[config.mk]
export PLATFORM = sky130hd
export DESIGN_NAME = pft_fault_trigger
export DESIGN_NICKNAME = d
export VERILOG_FILES = /design/src/design/pft_pkg.sv /design/src/design/pft_fault_trigger.sv
export SDC_FILE = /design/constraint.sdc
export NUM_CORES = 1
export LEC_CHECK = 0
export ABC_CLOCK_PERIOD_IN_PS = 2200
export BUFFER_PORTS_ARGS = -buffer_cell sky130_fd_sc_hd__buf_2
export CAP_MARGIN = 0
export CORE_MARGIN = 2
export CORE_UTILIZATION = 38
export CTS_CLUSTER_DIAMETER = 40
export DETAILED_ROUTE_END_ITERATION = 8
export PLACE_DENSITY = 0.63
export SLEW_MARGIN = 25
export SYNTH_ARGS = -nofsm -noshare
export SYNTH_HDL_FRONTEND = slang
export SYNTH_SLANG_ARGS = --single-unit
[constraint.sdc]
create_clock -name clk_sys -period 2.2 [get_ports clk_sys]
set_input_delay 0.33 -clock clk_sys [delete_from_list [all_inputs] [get_ports clk_sys]]
set_output_delay 0.33 -clock clk_sys [all_outputs]
set_load 0.01 [all_outputs]
[src/design/pft_pkg.sv]
/*
 pft_pkg: register map, field positions, codes and timing constants
 for the fault, trigger and blanking block of one PWM generator.
 assumes a 50 MHz system clock and a byte-addressed AXI4-Lite bus.
*/
package pft_pkg;
    localparam logic [7:0] ADDR_FAULT_CTRL = 8'h00;
    localparam logic [7:0] ADDR_TRIG_CMP = 8'h04;
    localparam logic [7:0] ADDR_BLANK_CTRL = 8'h08;
    localparam logic [7:0] ADDR_OVERRIDE = 8'h0C;
    localparam logic [7:0] ADDR_STATUS = 8'h10;
    localparam logic [15:0] FAULT_CTRL_RESET = 16'h0000;
    localparam logic [15:0] TRIG_CMP_RESET = 16'h0000;
    localparam logic [15:0] BLANK_CTRL_RESET = 16'h0000;
    localparam logic [1:0] OVERRIDE_RESET = 2'h0;
    localparam logic [15:0] FAULT_CTRL_MASK = 16'h1FFF;
    localparam logic [15:0] TRIG_CMP_MASK = 16'hFFF8;
    localparam logic [15:0] BLANK_CTRL_MASK = 16'hFFF8;
    localparam int FLT_MODE_LSB = 0;
    localparam int FLT_POL_BIT = 2;
    localparam int FLT_SRC_LSB = 3;
    localparam int CL_MODE_BIT = 7;
    localparam int CL_POL_BIT = 8;
    localparam int CL_SRC_LSB = 9;
    localparam int TRG_LSB = 3;
    localparam int LEB_LSB = 3;
    localparam int CL_LEB_BIT = 10;
    localparam int FLT_LEB_BIT = 11;
    localparam int LOW_FALL_BIT = 12;
    localparam int LOW_RISE_BIT = 13;
    localparam int HIGH_FALL_BIT = 14;
    localparam int HIGH_RISE_BIT = 15;
    localparam logic [1:0] FLT_MODE_CYCLE = 2'h1;
    localparam logic [1:0] FLT_MODE_OFF = 2'h3;
    localparam logic [3:0] SRC_SHARED_ONE = 4'h8;
    localparam logic [3:0] SRC_IND_TWO = 4'hD;
    localparam logic [3:0] SRC_IND_FOUR = 4'hF;
    localparam logic [1:0] RESP_OKAY = 2'h0;
    localparam logic [1:0] RESP_SLVERR = 2'h2;
    localparam int CLK_PERIOD_NS = 20;
    localparam int BLANK_STEP_NS = 8;
    localparam int BLANK_REM_W = 10;
    localparam logic [BLANK_REM_W-1:0] CLK_PERIOD_REM = BLANK_REM_W'(CLK_PERIOD_NS);
endpackage

[src/design/pft_fault_trigger.sv]
/*
 pft_fault_trigger: fault source select and override, current-limit
 detect, leading-edge blanking and trigger compare for one generator,
 with an AXI4-Lite register slave.
 assumes the generator supplies its raw outputs, time base and a
 cycle-start pulse, all synchronous to clk_sys.
*/
// The AXI4-Lite interface to the registers and the address map were left to the implementer.
// How it works
// - codes 0 to 3 pick comparators 1 to 4; codes 4 to 7 pick nothing.
// - codes 8 to B pick shared faults, D and F independent faults; C, E nothing.
// - polarity bit set means the chosen fault is active low, else high.
// - fault mode 01: active fault forces both outputs to override data.
// - fault mode 11 ignores the fault; 00 and 10 are reserved, treated likewise.
// - trigger value in bits 15:3 matching the time base pulses the trigger.
// - a trigger value of zero never produces a trigger.
// - high-side rising edge starts blanking when its enable is set.
// - high-side falling edge starts blanking when its enable is set.
// - low-side rising edge starts blanking when its enable is set.
// - low-side falling edge starts blanking when its enable is set.
// - fault blanking enable masks the chosen fault while blanking runs.
// - limit blanking enable masks the chosen limit input while blanking runs.
// - blanking length is the duration field times 8 ns, rounded up to whole 20 ns clocks.
// - generator modes live in the time base; this block serves them all.
// - override bit 1 drives the high side, bit 0 the low side.
// - forced outputs hold until the next cycle starts.
`timescale 1ns/10ps
`default_nettype none
module pft_fault_trigger (
    input wire logic clk_sys,
    input wire logic rst_n,
    input wire logic [7:0] s_axi_awaddr,
    input wire logic s_axi_awvalid,
    output logic s_axi_awready,
    input wire logic [31:0] s_axi_wdata,
    input wire logic [3:0] s_axi_wstrb,
    input wire logic s_axi_wvalid,
    output logic s_axi_wready,
    output logic [1:0] s_axi_bresp,
    output logic s_axi_bvalid,
    input wire logic s_axi_bready,
    input wire logic [7:0] s_axi_araddr,
    input wire logic s_axi_arvalid,
    output logic s_axi_arready,
    output logic [31:0] s_axi_rdata,
    output logic [1:0] s_axi_rresp,
    output logic s_axi_rvalid,
    input wire logic s_axi_rready,
    input wire logic [3:0] comparatorIn,
    input wire logic shared_fault_one,
    input wire logic shared_fault_two,
    input wire logic shared_fault_three,
    input wire logic shared_fault_four,
    input wire logic independent_fault_two,
    input wire logic independent_fault_four,
    input wire logic [15:0] timeBase,
    input wire logic cycleStart,
    input wire logic genHighIn,
    input wire logic genLowIn,
    output logic high_side_output,
    output logic low_side_output,
    output logic faultActive,
    output logic limitActive,
    output logic adcTrigger
);
    // map a byte address to a register slot, 7 = unmapped
    function automatic logic [2:0] regSlot(input logic [7:0] addr);
        case (addr)
            pft_pkg::ADDR_FAULT_CTRL: regSlot = 3'h0;
            pft_pkg::ADDR_TRIG_CMP: regSlot = 3'h1;
            pft_pkg::ADDR_BLANK_CTRL: regSlot = 3'h2;
            pft_pkg::ADDR_OVERRIDE: regSlot = 3'h3;
            pft_pkg::ADDR_STATUS: regSlot = 3'h4;
            default: regSlot = 3'h7;
        endcase
    endfunction

    // polarity-corrected source; reserved codes never assert
    function automatic logic srcActive(input logic [3:0] code, input logic pol,
                                       input logic [3:0] cmp, input logic [3:0] shr,
                                       input logic [1:0] ind);
        logic raw;
        logic ok;
        raw = 1'b0;
        ok = 1'b1;
        case (code)
            4'h0, 4'h1, 4'h2, 4'h3: raw = cmp[code[1:0]];
            4'h8, 4'h9, 4'hA, 4'hB: raw = shr[code[1:0]];
            pft_pkg::SRC_IND_TWO: raw = ind[0];
            pft_pkg::SRC_IND_FOUR: raw = ind[1];
            default: ok = 1'b0;
        endcase
        srcActive = ok & (raw ^ pol);
    endfunction

    logic [15:0] faultCtrl_ff, nxt_faultCtrl;
    logic [15:0] trigCmp_ff, nxt_trigCmp;
    logic [15:0] blankCtrl_ff, nxt_blankCtrl;
    logic [1:0] override_ff, nxt_override;
    logic awGot_ff, nxt_awGot, wGot_ff, nxt_wGot;
    logic [7:0] wAddr_ff, nxt_wAddr;
    logic [31:0] wData_ff, nxt_wData;
    logic [3:0] wStrb_ff, nxt_wStrb;
    logic awready_ff, nxt_awready, wready_ff, nxt_wready;
    logic bvalid_ff, nxt_bvalid, arready_ff, nxt_arready, rvalid_ff, nxt_rvalid;
    logic [1:0] bresp_ff, nxt_bresp, rresp_ff, nxt_rresp;
    logic [31:0] rdata_ff, nxt_rdata;
    logic [15:0] wMerged;
    logic blanking;

    always_comb begin
        nxt_faultCtrl = faultCtrl_ff;
        nxt_trigCmp = trigCmp_ff;
        nxt_blankCtrl = blankCtrl_ff;
        nxt_override = override_ff;
        nxt_awGot = awGot_ff | (s_axi_awvalid & awready_ff);
        nxt_wGot = wGot_ff | (s_axi_wvalid & wready_ff);
        nxt_wAddr = (s_axi_awvalid & awready_ff) ? s_axi_awaddr : wAddr_ff;
        nxt_wData = (s_axi_wvalid & wready_ff) ? s_axi_wdata : wData_ff;
        nxt_wStrb = (s_axi_wvalid & wready_ff) ? s_axi_wstrb : wStrb_ff;
        nxt_bvalid = bvalid_ff & ~s_axi_bready;
        nxt_bresp = bresp_ff;
        wMerged = 16'h0000;
        // commit once address and data are both held; second beat arrives any order
        if (awGot_ff && wGot_ff && !bvalid_ff) begin
            nxt_awGot = 1'b0;
            nxt_wGot = 1'b0;
            nxt_bvalid = 1'b1;
            nxt_bresp = pft_pkg::RESP_OKAY;
            case (regSlot(wAddr_ff))
                3'h0: wMerged = faultCtrl_ff;
                3'h1: wMerged = trigCmp_ff;
                3'h2: wMerged = blankCtrl_ff;
                3'h3: wMerged = {14'h0000, override_ff};
                3'h4: wMerged = 16'h0000;
                default: nxt_bresp = pft_pkg::RESP_SLVERR;
            endcase
            if (wStrb_ff[0]) wMerged[7:0] = wData_ff[7:0];
            if (wStrb_ff[1]) wMerged[15:8] = wData_ff[15:8];
            case (regSlot(wAddr_ff))
                3'h0: nxt_faultCtrl = wMerged & pft_pkg::FAULT_CTRL_MASK;
                3'h1: nxt_trigCmp = wMerged & pft_pkg::TRIG_CMP_MASK;
                3'h2: nxt_blankCtrl = wMerged & pft_pkg::BLANK_CTRL_MASK;
                3'h3: nxt_override = wMerged[1:0];
                default: nxt_override = override_ff;
            endcase
        end
        nxt_awready = ~nxt_awGot & ~nxt_bvalid;
        nxt_wready = ~nxt_wGot & ~nxt_bvalid;
        nxt_rvalid = rvalid_ff & ~s_axi_rready;
        nxt_rdata = rdata_ff;
        nxt_rresp = rresp_ff;
        if (s_axi_arvalid && arready_ff) begin
            nxt_rvalid = 1'b1;
            nxt_rresp = pft_pkg::RESP_OKAY;
            case (regSlot(s_axi_araddr))
                3'h0: nxt_rdata = {16'h0000, faultCtrl_ff};
                3'h1: nxt_rdata = {16'h0000, trigCmp_ff};
                3'h2: nxt_rdata = {16'h0000, blankCtrl_ff};
                3'h3: nxt_rdata = {30'h00000000, override_ff};
                3'h4: nxt_rdata = {29'h00000000, limitActive, blanking, faultActive};
                default: begin
                    nxt_rdata = 32'h00000000;
                    nxt_rresp = pft_pkg::RESP_SLVERR;
                end
            endcase
        end
        nxt_arready = ~nxt_rvalid;
    end

    always_ff @(posedge clk_sys or negedge rst_n) begin
        if (!rst_n) begin
            faultCtrl_ff <= pft_pkg::FAULT_CTRL_RESET;
            trigCmp_ff <= pft_pkg::TRIG_CMP_RESET;
            blankCtrl_ff <= pft_pkg::BLANK_CTRL_RESET;
            override_ff <= pft_pkg::OVERRIDE_RESET;
            awGot_ff <= 1'b0;
            wGot_ff <= 1'b0;
            wAddr_ff <= 8'h00;
            wData_ff <= 32'h00000000;
            wStrb_ff <= 4'h0;
            awready_ff <= 1'b0;
            wready_ff <= 1'b0;
            bvalid_ff <= 1'b0;
            bresp_ff <= 2'h0;
            arready_ff <= 1'b0;
            rvalid_ff <= 1'b0;
            rresp_ff <= 2'h0;
            rdata_ff <= 32'h00000000;
        end else begin
            faultCtrl_ff <= nxt_faultCtrl;
            trigCmp_ff <= nxt_trigCmp;
            blankCtrl_ff <= nxt_blankCtrl;
            override_ff <= nxt_override;
            awGot_ff <= nxt_awGot;
            wGot_ff <= nxt_wGot;
            wAddr_ff <= nxt_wAddr;
            wData_ff <= nxt_wData;
            wStrb_ff <= nxt_wStrb;
            awready_ff <= nxt_awready;
            wready_ff <= nxt_wready;
            bvalid_ff <= nxt_bvalid;
            bresp_ff <= nxt_bresp;
            arready_ff <= nxt_arready;
            rvalid_ff <= nxt_rvalid;
            rresp_ff <= nxt_rresp;
            rdata_ff <= nxt_rdata;
        end
    end

    assign s_axi_awready = awready_ff;
    assign s_axi_wready = wready_ff;
    assign s_axi_bvalid = bvalid_ff;
    assign s_axi_bresp = bresp_ff;
    assign s_axi_arready = arready_ff;
    assign s_axi_rvalid = rvalid_ff;
    assign s_axi_rresp = rresp_ff;
    assign s_axi_rdata = rdata_ff;

    // field views
    logic [1:0] fltMode;
    logic [3:0] fault_source_select, clSrc;
    logic [6:0] lebField;
    logic [12:0] trgField;
    assign fltMode = faultCtrl_ff[pft_pkg::FLT_MODE_LSB +: 2];
    assign fault_source_select = faultCtrl_ff[pft_pkg::FLT_SRC_LSB +: 4];
    assign clSrc = faultCtrl_ff[pft_pkg::CL_SRC_LSB +: 4];
    assign lebField = blankCtrl_ff[pft_pkg::LEB_LSB +: 7];
    assign trgField = trigCmp_ff[pft_pkg::TRG_LSB +: 13];

    logic highPrev_ff, nxt_highPrev, lowPrev_ff, nxt_lowPrev;
    logic [pft_pkg::BLANK_REM_W-1:0] blankRem_ff, nxt_blankRem;
    logic faultHold_ff, nxt_faultHold, limit_ff, nxt_limit;
    logic highOut_ff, nxt_highOut, lowOut_ff, nxt_lowOut;
    logic matchPrev_ff, nxt_matchPrev, trig_ff, nxt_trig;
    logic blankStart, faultSeen, limitSeen, match;
    logic [3:0] sharedIn;

    assign sharedIn = {shared_fault_four, shared_fault_three, shared_fault_two, shared_fault_one};
    assign blanking = blankRem_ff != '0;

    always_comb begin
        nxt_highPrev = genHighIn;
        nxt_lowPrev = genLowIn;
        blankStart = (blankCtrl_ff[pft_pkg::HIGH_RISE_BIT] & genHighIn & ~highPrev_ff)
            | (blankCtrl_ff[pft_pkg::HIGH_FALL_BIT] & ~genHighIn & highPrev_ff)
            | (blankCtrl_ff[pft_pkg::LOW_RISE_BIT] & genLowIn & ~lowPrev_ff)
            | (blankCtrl_ff[pft_pkg::LOW_FALL_BIT] & ~genLowIn & lowPrev_ff);
        // remaining time kept in ns so 8 ns steps round up to whole clocks
        if (blankStart) begin
            nxt_blankRem = pft_pkg::BLANK_REM_W'(lebField) *
                pft_pkg::BLANK_REM_W'(pft_pkg::BLANK_STEP_NS);
        end else if (blankRem_ff > pft_pkg::CLK_PERIOD_REM) begin
            nxt_blankRem = blankRem_ff - pft_pkg::CLK_PERIOD_REM;
        end else begin
            nxt_blankRem = '0;
        end
        faultSeen = srcActive(fault_source_select, faultCtrl_ff[pft_pkg::FLT_POL_BIT], comparatorIn,
            sharedIn, {independent_fault_four, independent_fault_two})
            & ~(blankCtrl_ff[pft_pkg::FLT_LEB_BIT] & blanking);
        limitSeen = srcActive(clSrc, faultCtrl_ff[pft_pkg::CL_POL_BIT], comparatorIn,
            sharedIn, {independent_fault_four, independent_fault_two})
            & ~(blankCtrl_ff[pft_pkg::CL_LEB_BIT] & blanking);
        nxt_limit = faultCtrl_ff[pft_pkg::CL_MODE_BIT] & limitSeen;
        // only cycle mode acts; reserved modes behave as disabled
        nxt_faultHold = ((fltMode == pft_pkg::FLT_MODE_CYCLE) & faultSeen)
            | (faultHold_ff & ~cycleStart);
        nxt_highOut = nxt_faultHold ? override_ff[1] : genHighIn;
        nxt_lowOut = nxt_faultHold ? override_ff[0] : genLowIn;
        match = (trgField != 13'h0000) && (timeBase == {trgField, 3'h0});
        nxt_matchPrev = match;
        // one pulse per match even when the time base dwells on the value
        nxt_trig = match & ~matchPrev_ff;
    end

    always_ff @(posedge clk_sys or negedge rst_n) begin
        if (!rst_n) begin
            highPrev_ff <= 1'b0;
            lowPrev_ff <= 1'b0;
            blankRem_ff <= '0;
            faultHold_ff <= 1'b0;
            limit_ff <= 1'b0;
            highOut_ff <= 1'b0;
            lowOut_ff <= 1'b0;
            matchPrev_ff <= 1'b0;
            trig_ff <= 1'b0;
        end else begin
            highPrev_ff <= nxt_highPrev;
            lowPrev_ff <= nxt_lowPrev;
            blankRem_ff <= nxt_blankRem;
            faultHold_ff <= nxt_faultHold;
            limit_ff <= nxt_limit;
            highOut_ff <= nxt_highOut;
            lowOut_ff <= nxt_lowOut;
            matchPrev_ff <= nxt_matchPrev;
            trig_ff <= nxt_trig;
        end
    end

    assign high_side_output = highOut_ff;
    assign low_side_output = lowOut_ff;
    assign faultActive = faultHold_ff;
    assign limitActive = limit_ff;
    assign adcTrigger = trig_ff;

    logic cycMode, noFltBlank;
    assign cycMode = fltMode == pft_pkg::FLT_MODE_CYCLE;
    assign noFltBlank = !blankCtrl_ff[pft_pkg::FLT_LEB_BIT];
endmodule
`default_nettype wire

== Word-level counts from Yosys, hierarchy flattened ==
Index checks and enable logic that the tools add are counted.
Storage, ports and cells
  bits in registers: 128
  RAM bits: 0
  bits in latches: 0
  bits in read-only memories: 0
  memories kept: 0
  word-level logic and storage cells: 170
Operators by class
  divide/modulo/power cells: 0
  $add $sub $neg: 1
  reductions and logical operators: 27
  magnitude comparators: 3
  equal/unequal tests: 36
  shift-type cells: 0
  bitwise operators: 46
  $mul: 0
  multiplexer cells: 30
Operators by type and width (count)
  16-bit one-hot mux with 5 select lines: 1
  4-bit == test, second input constant: 12
  16-bit one-hot mux with 3 select lines: 1
  8-bit by 4-bit == test with 1-bit output, second input constant: 4
  3-bit one-hot mux with 5 select lines: 2
  1-bit bitwise AND: 24
  10-bit 2-to-1 mux: 2
  10-bit OR reduction: 2
  16-bit == test: 1
  4-bit by 2-bit == test with 1-bit output, second input constant: 4
  8-bit by 3-bit == test with 1-bit output, second input constant: 2
  8-bit by 5-bit == test with 1-bit output, second input constant: 2
  8-bit zero test: 2
  8-bit 2-to-1 mux: 2
  4-bit OR reduction: 4
  1-bit inverter: 14
  13-bit nonzero test: 1
  3-bit by 2-bit == test with 1-bit output, second input constant: 4
  1-bit 2-to-1 mux: 12
  10-bit by 5-bit > comparator with 1-bit output, second input constant: 1
  10-bit nonzero test: 1
  5-bit OR reduction: 2
  10-bit by 5-bit subtractor with 10-bit output, second input constant: 1
  1-bit binary-select mux with 2-bit select: 4
  17 further kinds: 38

== Logic depth before layout (Yosys ltp) ==
  depth in word-level cells: 9
  mapped depth: 7
  gate-level depth less buffers: 7

== Least setup slack after synthesis ==
Ideal clock, no wire load.
  kind: register to register
  from: register blankRem_ff[5] (netlist name)
  to: register highOut_ff (netlist: high_side_output)
  buffers on the path: 0
  data required time: 2.072 ns
  clock period less this slack: 2.423 ns
  cell stages (with the launch flop): 6
  arrival: 2.295 ns
  setup slack: -0.223 ns
  setup time: 0.128 ns
  cell sequence: dfrtp_1 or3_4 or4_4 a221o_1 o32ai_2 mux2_1
Between the ends
  word-level cells in the longest chain between the ends: 7
Ends and longest elaborated chain
  start, declared: RTL line pft_fault_trigger.sv:232  | logic [pft_pkg::BLANK_REM_W-1:0] blankRem_ff, nxt_blankRem;
  start signal, assigned: RTL line pft_fault_trigger.sv:290  | blankRem_ff <= nxt_blankRem;
  10-bit nonzero test: RTL line pft_fault_trigger.sv:240  | assign blanking = blankRem_ff != '0;
  1-bit bitwise AND: RTL line pft_fault_trigger.sv:260  | & ~(blankCtrl_ff[pft_pkg::FLT_LEB_BIT] & blanking);
  1-bit inverter: RTL line pft_fault_trigger.sv:260
  1-bit bitwise AND: RTL line pft_fault_trigger.sv:260
  1-bit bitwise AND: RTL line pft_fault_trigger.sv:266  | nxt_faultHold = ((fltMode == pft_pkg::FLT_MODE_CYCLE) & faultSeen)
  1-bit bitwise OR: RTL line pft_fault_trigger.sv:267  | | (faultHold_ff & ~cycleStart);
  named net nxt_faultHold: RTL line pft_fault_trigger.sv:233  | logic faultHold_ff, nxt_faultHold, limit_ff, nxt_limit;
  1-bit 2-to-1 mux: RTL line pft_fault_trigger.sv:268  | nxt_highOut = nxt_faultHold ? override_ff[1] : genHighIn;
  named net nxt_highOut: RTL line pft_fault_trigger.sv:234  | logic highOut_ff, nxt_highOut, lowOut_ff, nxt_lowOut;
  end signal, assigned: RTL line pft_fault_trigger.sv:293  | highOut_ff <= nxt_highOut;
  end, declared: RTL line pft_fault_trigger.sv:234
The timed path passes the listed nets, and every way through them passes these cells.
A chain may end at the register's enable or synchronous reset.

== Worst setup path in the final report ==
  from: register blankRem_ff[7] (netlist name)
  to: register lowOut_ff (netlist: low_side_output)
Between the ends
  word-level cells in the longest chain between the ends: 7
Ends and longest elaborated chain
  10-bit nonzero test: RTL line pft_fault_trigger.sv:240
  1-bit bitwise AND: RTL line pft_fault_trigger.sv:260
  1-bit inverter: RTL line pft_fault_trigger.sv:260
  1-bit bitwise AND: RTL line pft_fault_trigger.sv:260
  1-bit bitwise AND: RTL line pft_fault_trigger.sv:266
  1-bit bitwise OR: RTL line pft_fault_trigger.sv:267
  named net nxt_faultHold: RTL line pft_fault_trigger.sv:233
  1-bit 2-to-1 mux: RTL line pft_fault_trigger.sv:269  | nxt_lowOut = nxt_faultHold ? override_ff[0] : genLowIn;
  named net nxt_lowOut: RTL line pft_fault_trigger.sv:234
  end signal, assigned: RTL line pft_fault_trigger.sv:294  | lowOut_ff <= nxt_lowOut;
  end, declared: RTL line pft_fault_trigger.sv:234
The timed path passes the listed nets, and every way through them passes these cells.

==> results.cfg <==
[logic_synthesis]
asyncSetResetFlopFracSynth_pct = 100
top_area_cells_in_the_synthesized_netlist = sky130_fd_sc_hd__dfrtp_1, sky130_fd_sc_hd__mux2_2, sky130_fd_sc_hd__mux2_1, sky130_fd_sc_hd__nand2_1, sky130_fd_sc_hd__a22o_1
postSynthAreaPerCell_um2 = 10.8
mappedNetlistArea_um2 = 5470
post-synth-top-area-cell = sky130_fd_sc_hd__dfrtp_1
synth-seq-area-share_pct = 49.4
synthesis.instances = 505
synth_seq_cells = 108
ys_dominant_reg_cell = sky130_fd_sc_hd__dfrtp_1
number_of_enable_type_register_cells_in_the_synthesized_netlist = 0
yosysTopAreaCellShare_pct = 49.4
synth-warning-count = 0
yosysUniqueCellTypes = 52

[placement]
dp_worst_setup_slack_ns = -0.118
hpwl_mm = 10.5
placed_area_um2 = 6310
finalWeightedCongestion = 0.838
place.port_buffers = 97

[grt]
grt_start_max_net_pins = 39
global_route.usage.total_pct = 19.7
grt_overflow = 0
via_count_of_the_first_global_routing_pass = 4212
grt_pass1_wl_mm = 22.5
antenna_found_initial = 0

[power]
power.density_cell_area_nw_per_um2 = 986
cellLeakagePower_nw = 3.21
worst_ir_drop_vdd_uv = 533

[sta]
setup-violations-final = 18
max_frequency_mhz = 433
setup_tns_ns = -0.608
final_min_period_over_clock_period_pct = 105
report.final.slew_viol_count = 0
final-hold-violation-count = 0
finalClockSkew_ns = 0.00856
final_period_minus_worst_setup_slack_ns = 2.31
post-route-worst-setup-slack_ns = -0.109
maxSlewHeadroom_pct = 43.9
worstMarginPinSlew_ns = 0.840
setup_repair_after_global_routing_missed_its_margin = true

[cells_and_area]
drive_gt1_share_pct = 37.4
layout.filler_cells = 1273
antenna_cells_inserted = 0
most_common_cell_after_layout_fill_and_taps_aside = sky130_fd_sc_hd__dfrtp_1
postLayoutCellArea_um2 = 6950
mostFrequentLayoutCells = sky130_fd_sc_hd__dfrtp_1, sky130_fd_sc_hd__buf_2, sky130_fd_sc_hd__nand2_1
area_delta_synth_final_pct = 27.0
layout.nets = 708

[floorplanning]
floorplan.die.height_um = 124
rows = 43
initial_utilization_pct = 39.1
coreArea_um2 = 14000
die_area_um2 = 15400
die_x_um = 124
boundaryPins = 134

[detailed_routing]
drc_errors = 0
drt-vias-per-instance = 5.35
drt-pass1-iter-count = 4
wire_per_inst_um = 18.0
drt-total-wl_mm = 14.5
ant_nets = 0
drt_iter0_markers = 221
detailroute.via_count = 4296

[critical_path]
timing_worst_setup_path_type = reg -> reg
worstSetupEndpointType = flip-flop
critical_path_required_ns = 2.44
worst-endpoint-arrival_ns = 2.55
timing.critical_path.fanout_max = 3
setup.worst_path.start_class = flip-flop

[clock_network]
ctsLongestPathBuffers = 2
sink_count = 108
htree_num_levels = 3
cts_buffers = 9
cts.clk_slew.worst_paths_ns = 0.07
insertion_delay_ns = 0.36
ctsRootBufferMaster = sky130_fd_sc_hd__clkbuf_16
cts_tree = yes

[run_status]
failed_checks = setup timing
run_status = finished, violations left

[hold_path]
worstHoldPathType = in -> reg

[job]
cap_violations = 0
## routing by layer
layer	track usage [%]	vias up	wire length [um]
li1	-	2006	-
met1	26.4	2108	6420
met2	31.0	152	6750
met3	3.89	30	797
met4	8.36	0	490
met5	0	-	0
## critical path, cell delays in order, from the launching register on
cell and delay, ns:
sky130_fd_sc_hd__dfrtp_1 0.38, sky130_fd_sc_hd__or3_4 0.39, sky130_fd_sc_hd__or4_4 0.44, sky130_fd_sc_hd__a221o_1 0.36, sky130_fd_sc_hd__o32ai_4 0.29, sky130_fd_sc_hd__mux2_4 0.34
## metrics by stage
| stage | instances | power [W] | util (%) | hold slack [ns] |
|---|---|---|---|---|
| finish | 803 | 0.00685 | 49.7 | 0.166 |
| global route | 803 | 0.00727 | 49.7 | 0.149 |
| CTS | 802 | 0.00671 | 48.4 | 0.149 |
| detailed placement | 782 | 0.00496 | 45.1 | 0.344 |
| global placement | 782 | 0.00488 | 45.1 | 0.341 |
| floorplan | 522 | 0.00423 | - | 0.0344 |
## cell families after synthesis
family / share of synthesized area [%]
other: 0.0685
AOI/OAI and AO/OA: 12.5
xor gates and xnor gates: 3.04
and+or+nand+nor: 12.0
adders and majority gates: 0.457
DFF: 49.4
buffers and inverters: 5.49
muxes: 17.2
## power by group
group	internal [W]	leakage (nW)	total, W	switching, W
registers	0.00247	1.40	0.00298	0.000514
clock network	0.000880	0.131	0.00161	0.000725
logic	0.00109	1.68	0.00226	0.00117
## Yosys cell counts, types with 2 or more instances
| library cell | instances |
|---|---|
| sky130_fd_sc_hd__inv_1 | 18 |
| sky130_fd_sc_hd__or4_1 | 3 |
| sky130_fd_sc_hd__nor4_1 | 7 |
| sky130_fd_sc_hd__o21ai_1 | 19 |
| sky130_fd_sc_hd__o2bb2ai_1 | 2 |
| sky130_fd_sc_hd__a22o_1 | 16 |
| sky130_fd_sc_hd__dfrtp_1 | 108 |
| sky130_fd_sc_hd__xor2_1 | 7 |
| sky130_fd_sc_hd__buf_1 | 3 |
| sky130_fd_sc_hd__mux2_2 | 41 |
| sky130_fd_sc_hd__nand3_1 | 4 |
| sky130_fd_sc_hd__a32o_1 | 2 |
| sky130_fd_sc_hd__nor2_1 | 18 |
| sky130_fd_sc_hd__a2bb2oi_1 | 2 |
| sky130_fd_sc_hd__or2_2 | 2 |
| sky130_fd_sc_hd__nor3_1 | 9 |
| sky130_fd_sc_hd__nor2b_1 | 18 |
| sky130_fd_sc_hd__buf_4 | 18 |
| sky130_fd_sc_hd__nand2_1 | 51 |
| sky130_fd_sc_hd__mux4_2 | 3 |
| sky130_fd_sc_hd__or3_1 | 2 |
| sky130_fd_sc_hd__o32ai_1 | 10 |
| sky130_fd_sc_hd__nand4_1 | 4 |
| sky130_fd_sc_hd__nand2b_1 | 2 |
| sky130_fd_sc_hd__ha_1 | 2 |
| sky130_fd_sc_hd__a21oi_1 | 18 |
| sky130_fd_sc_hd__clkbuf_1 | 23 |
| sky130_fd_sc_hd__xnor2_1 | 12 |
| sky130_fd_sc_hd__a22oi_1 | 3 |
| sky130_fd_sc_hd__o21ai_0 | 20 |
| sky130_fd_sc_hd__mux2_1 | 24 |
| sky130_fd_sc_hd__mux2i_1 | 14 |
## path summary, 6_finish.rpt
| path | start | endpoint | slack [ns] | cells past startpoint |
|---|---|---|---|---|
| min | genHighIn | highPrev_ff | 0.17 | 1 |
| min reg2reg | matchPrev_ff | adcTrigger | 0.44 | 1 |
| max reg2reg | blankRem_ff[7] | low_side_output | -0.11 | 5 |
| max in group asynchronous | rst_n | s_axi_rdata[6] | 1.12 | 3 |
| max | blankRem_ff[7] | low_side_output | -0.11 | 5 |
| min in group asynchronous | rst_n | wData_ff[7] | 0.48 | 2 |
## area by class of cell
type	instances	area (um2)	share of cell area, %
Timing Repair Buffer	129	800	11.5
Multi-Input combinational cell	352	2860	41.2
Tap cell	180	225	3.24
Sequential cell	108	2700	38.9
Clock inverter	6	65.1	0.936
Inverter	18	67.6	0.972
Clock buffer	10	229	3.29
## flip-flops by register name (all words and copies together) (netlist names), 2 cells and up
| register | cells |
|---|---|
| blankCtrl_ff | 13 |
| faultCtrl_ff | 13 |
| s_axi_rdata | 16 |
| wStrb_ff | 2 |
| override_ff | 2 |
| wAddr_ff | 8 |
| trigCmp_ff | 13 |
| wData_ff | 16 |
| blankRem_ff | 8 |
## timing repair
item,CTS,global route
setup endpoints to repair,35,38
buffers inserted,2,1
cloned,1,0
pin swaps,9,9
hold buffers,1,0
resized for setup,26,29
endpoints found under the hold margin,36,0
No activity file was read; power rests on OpenSTA's default activity.
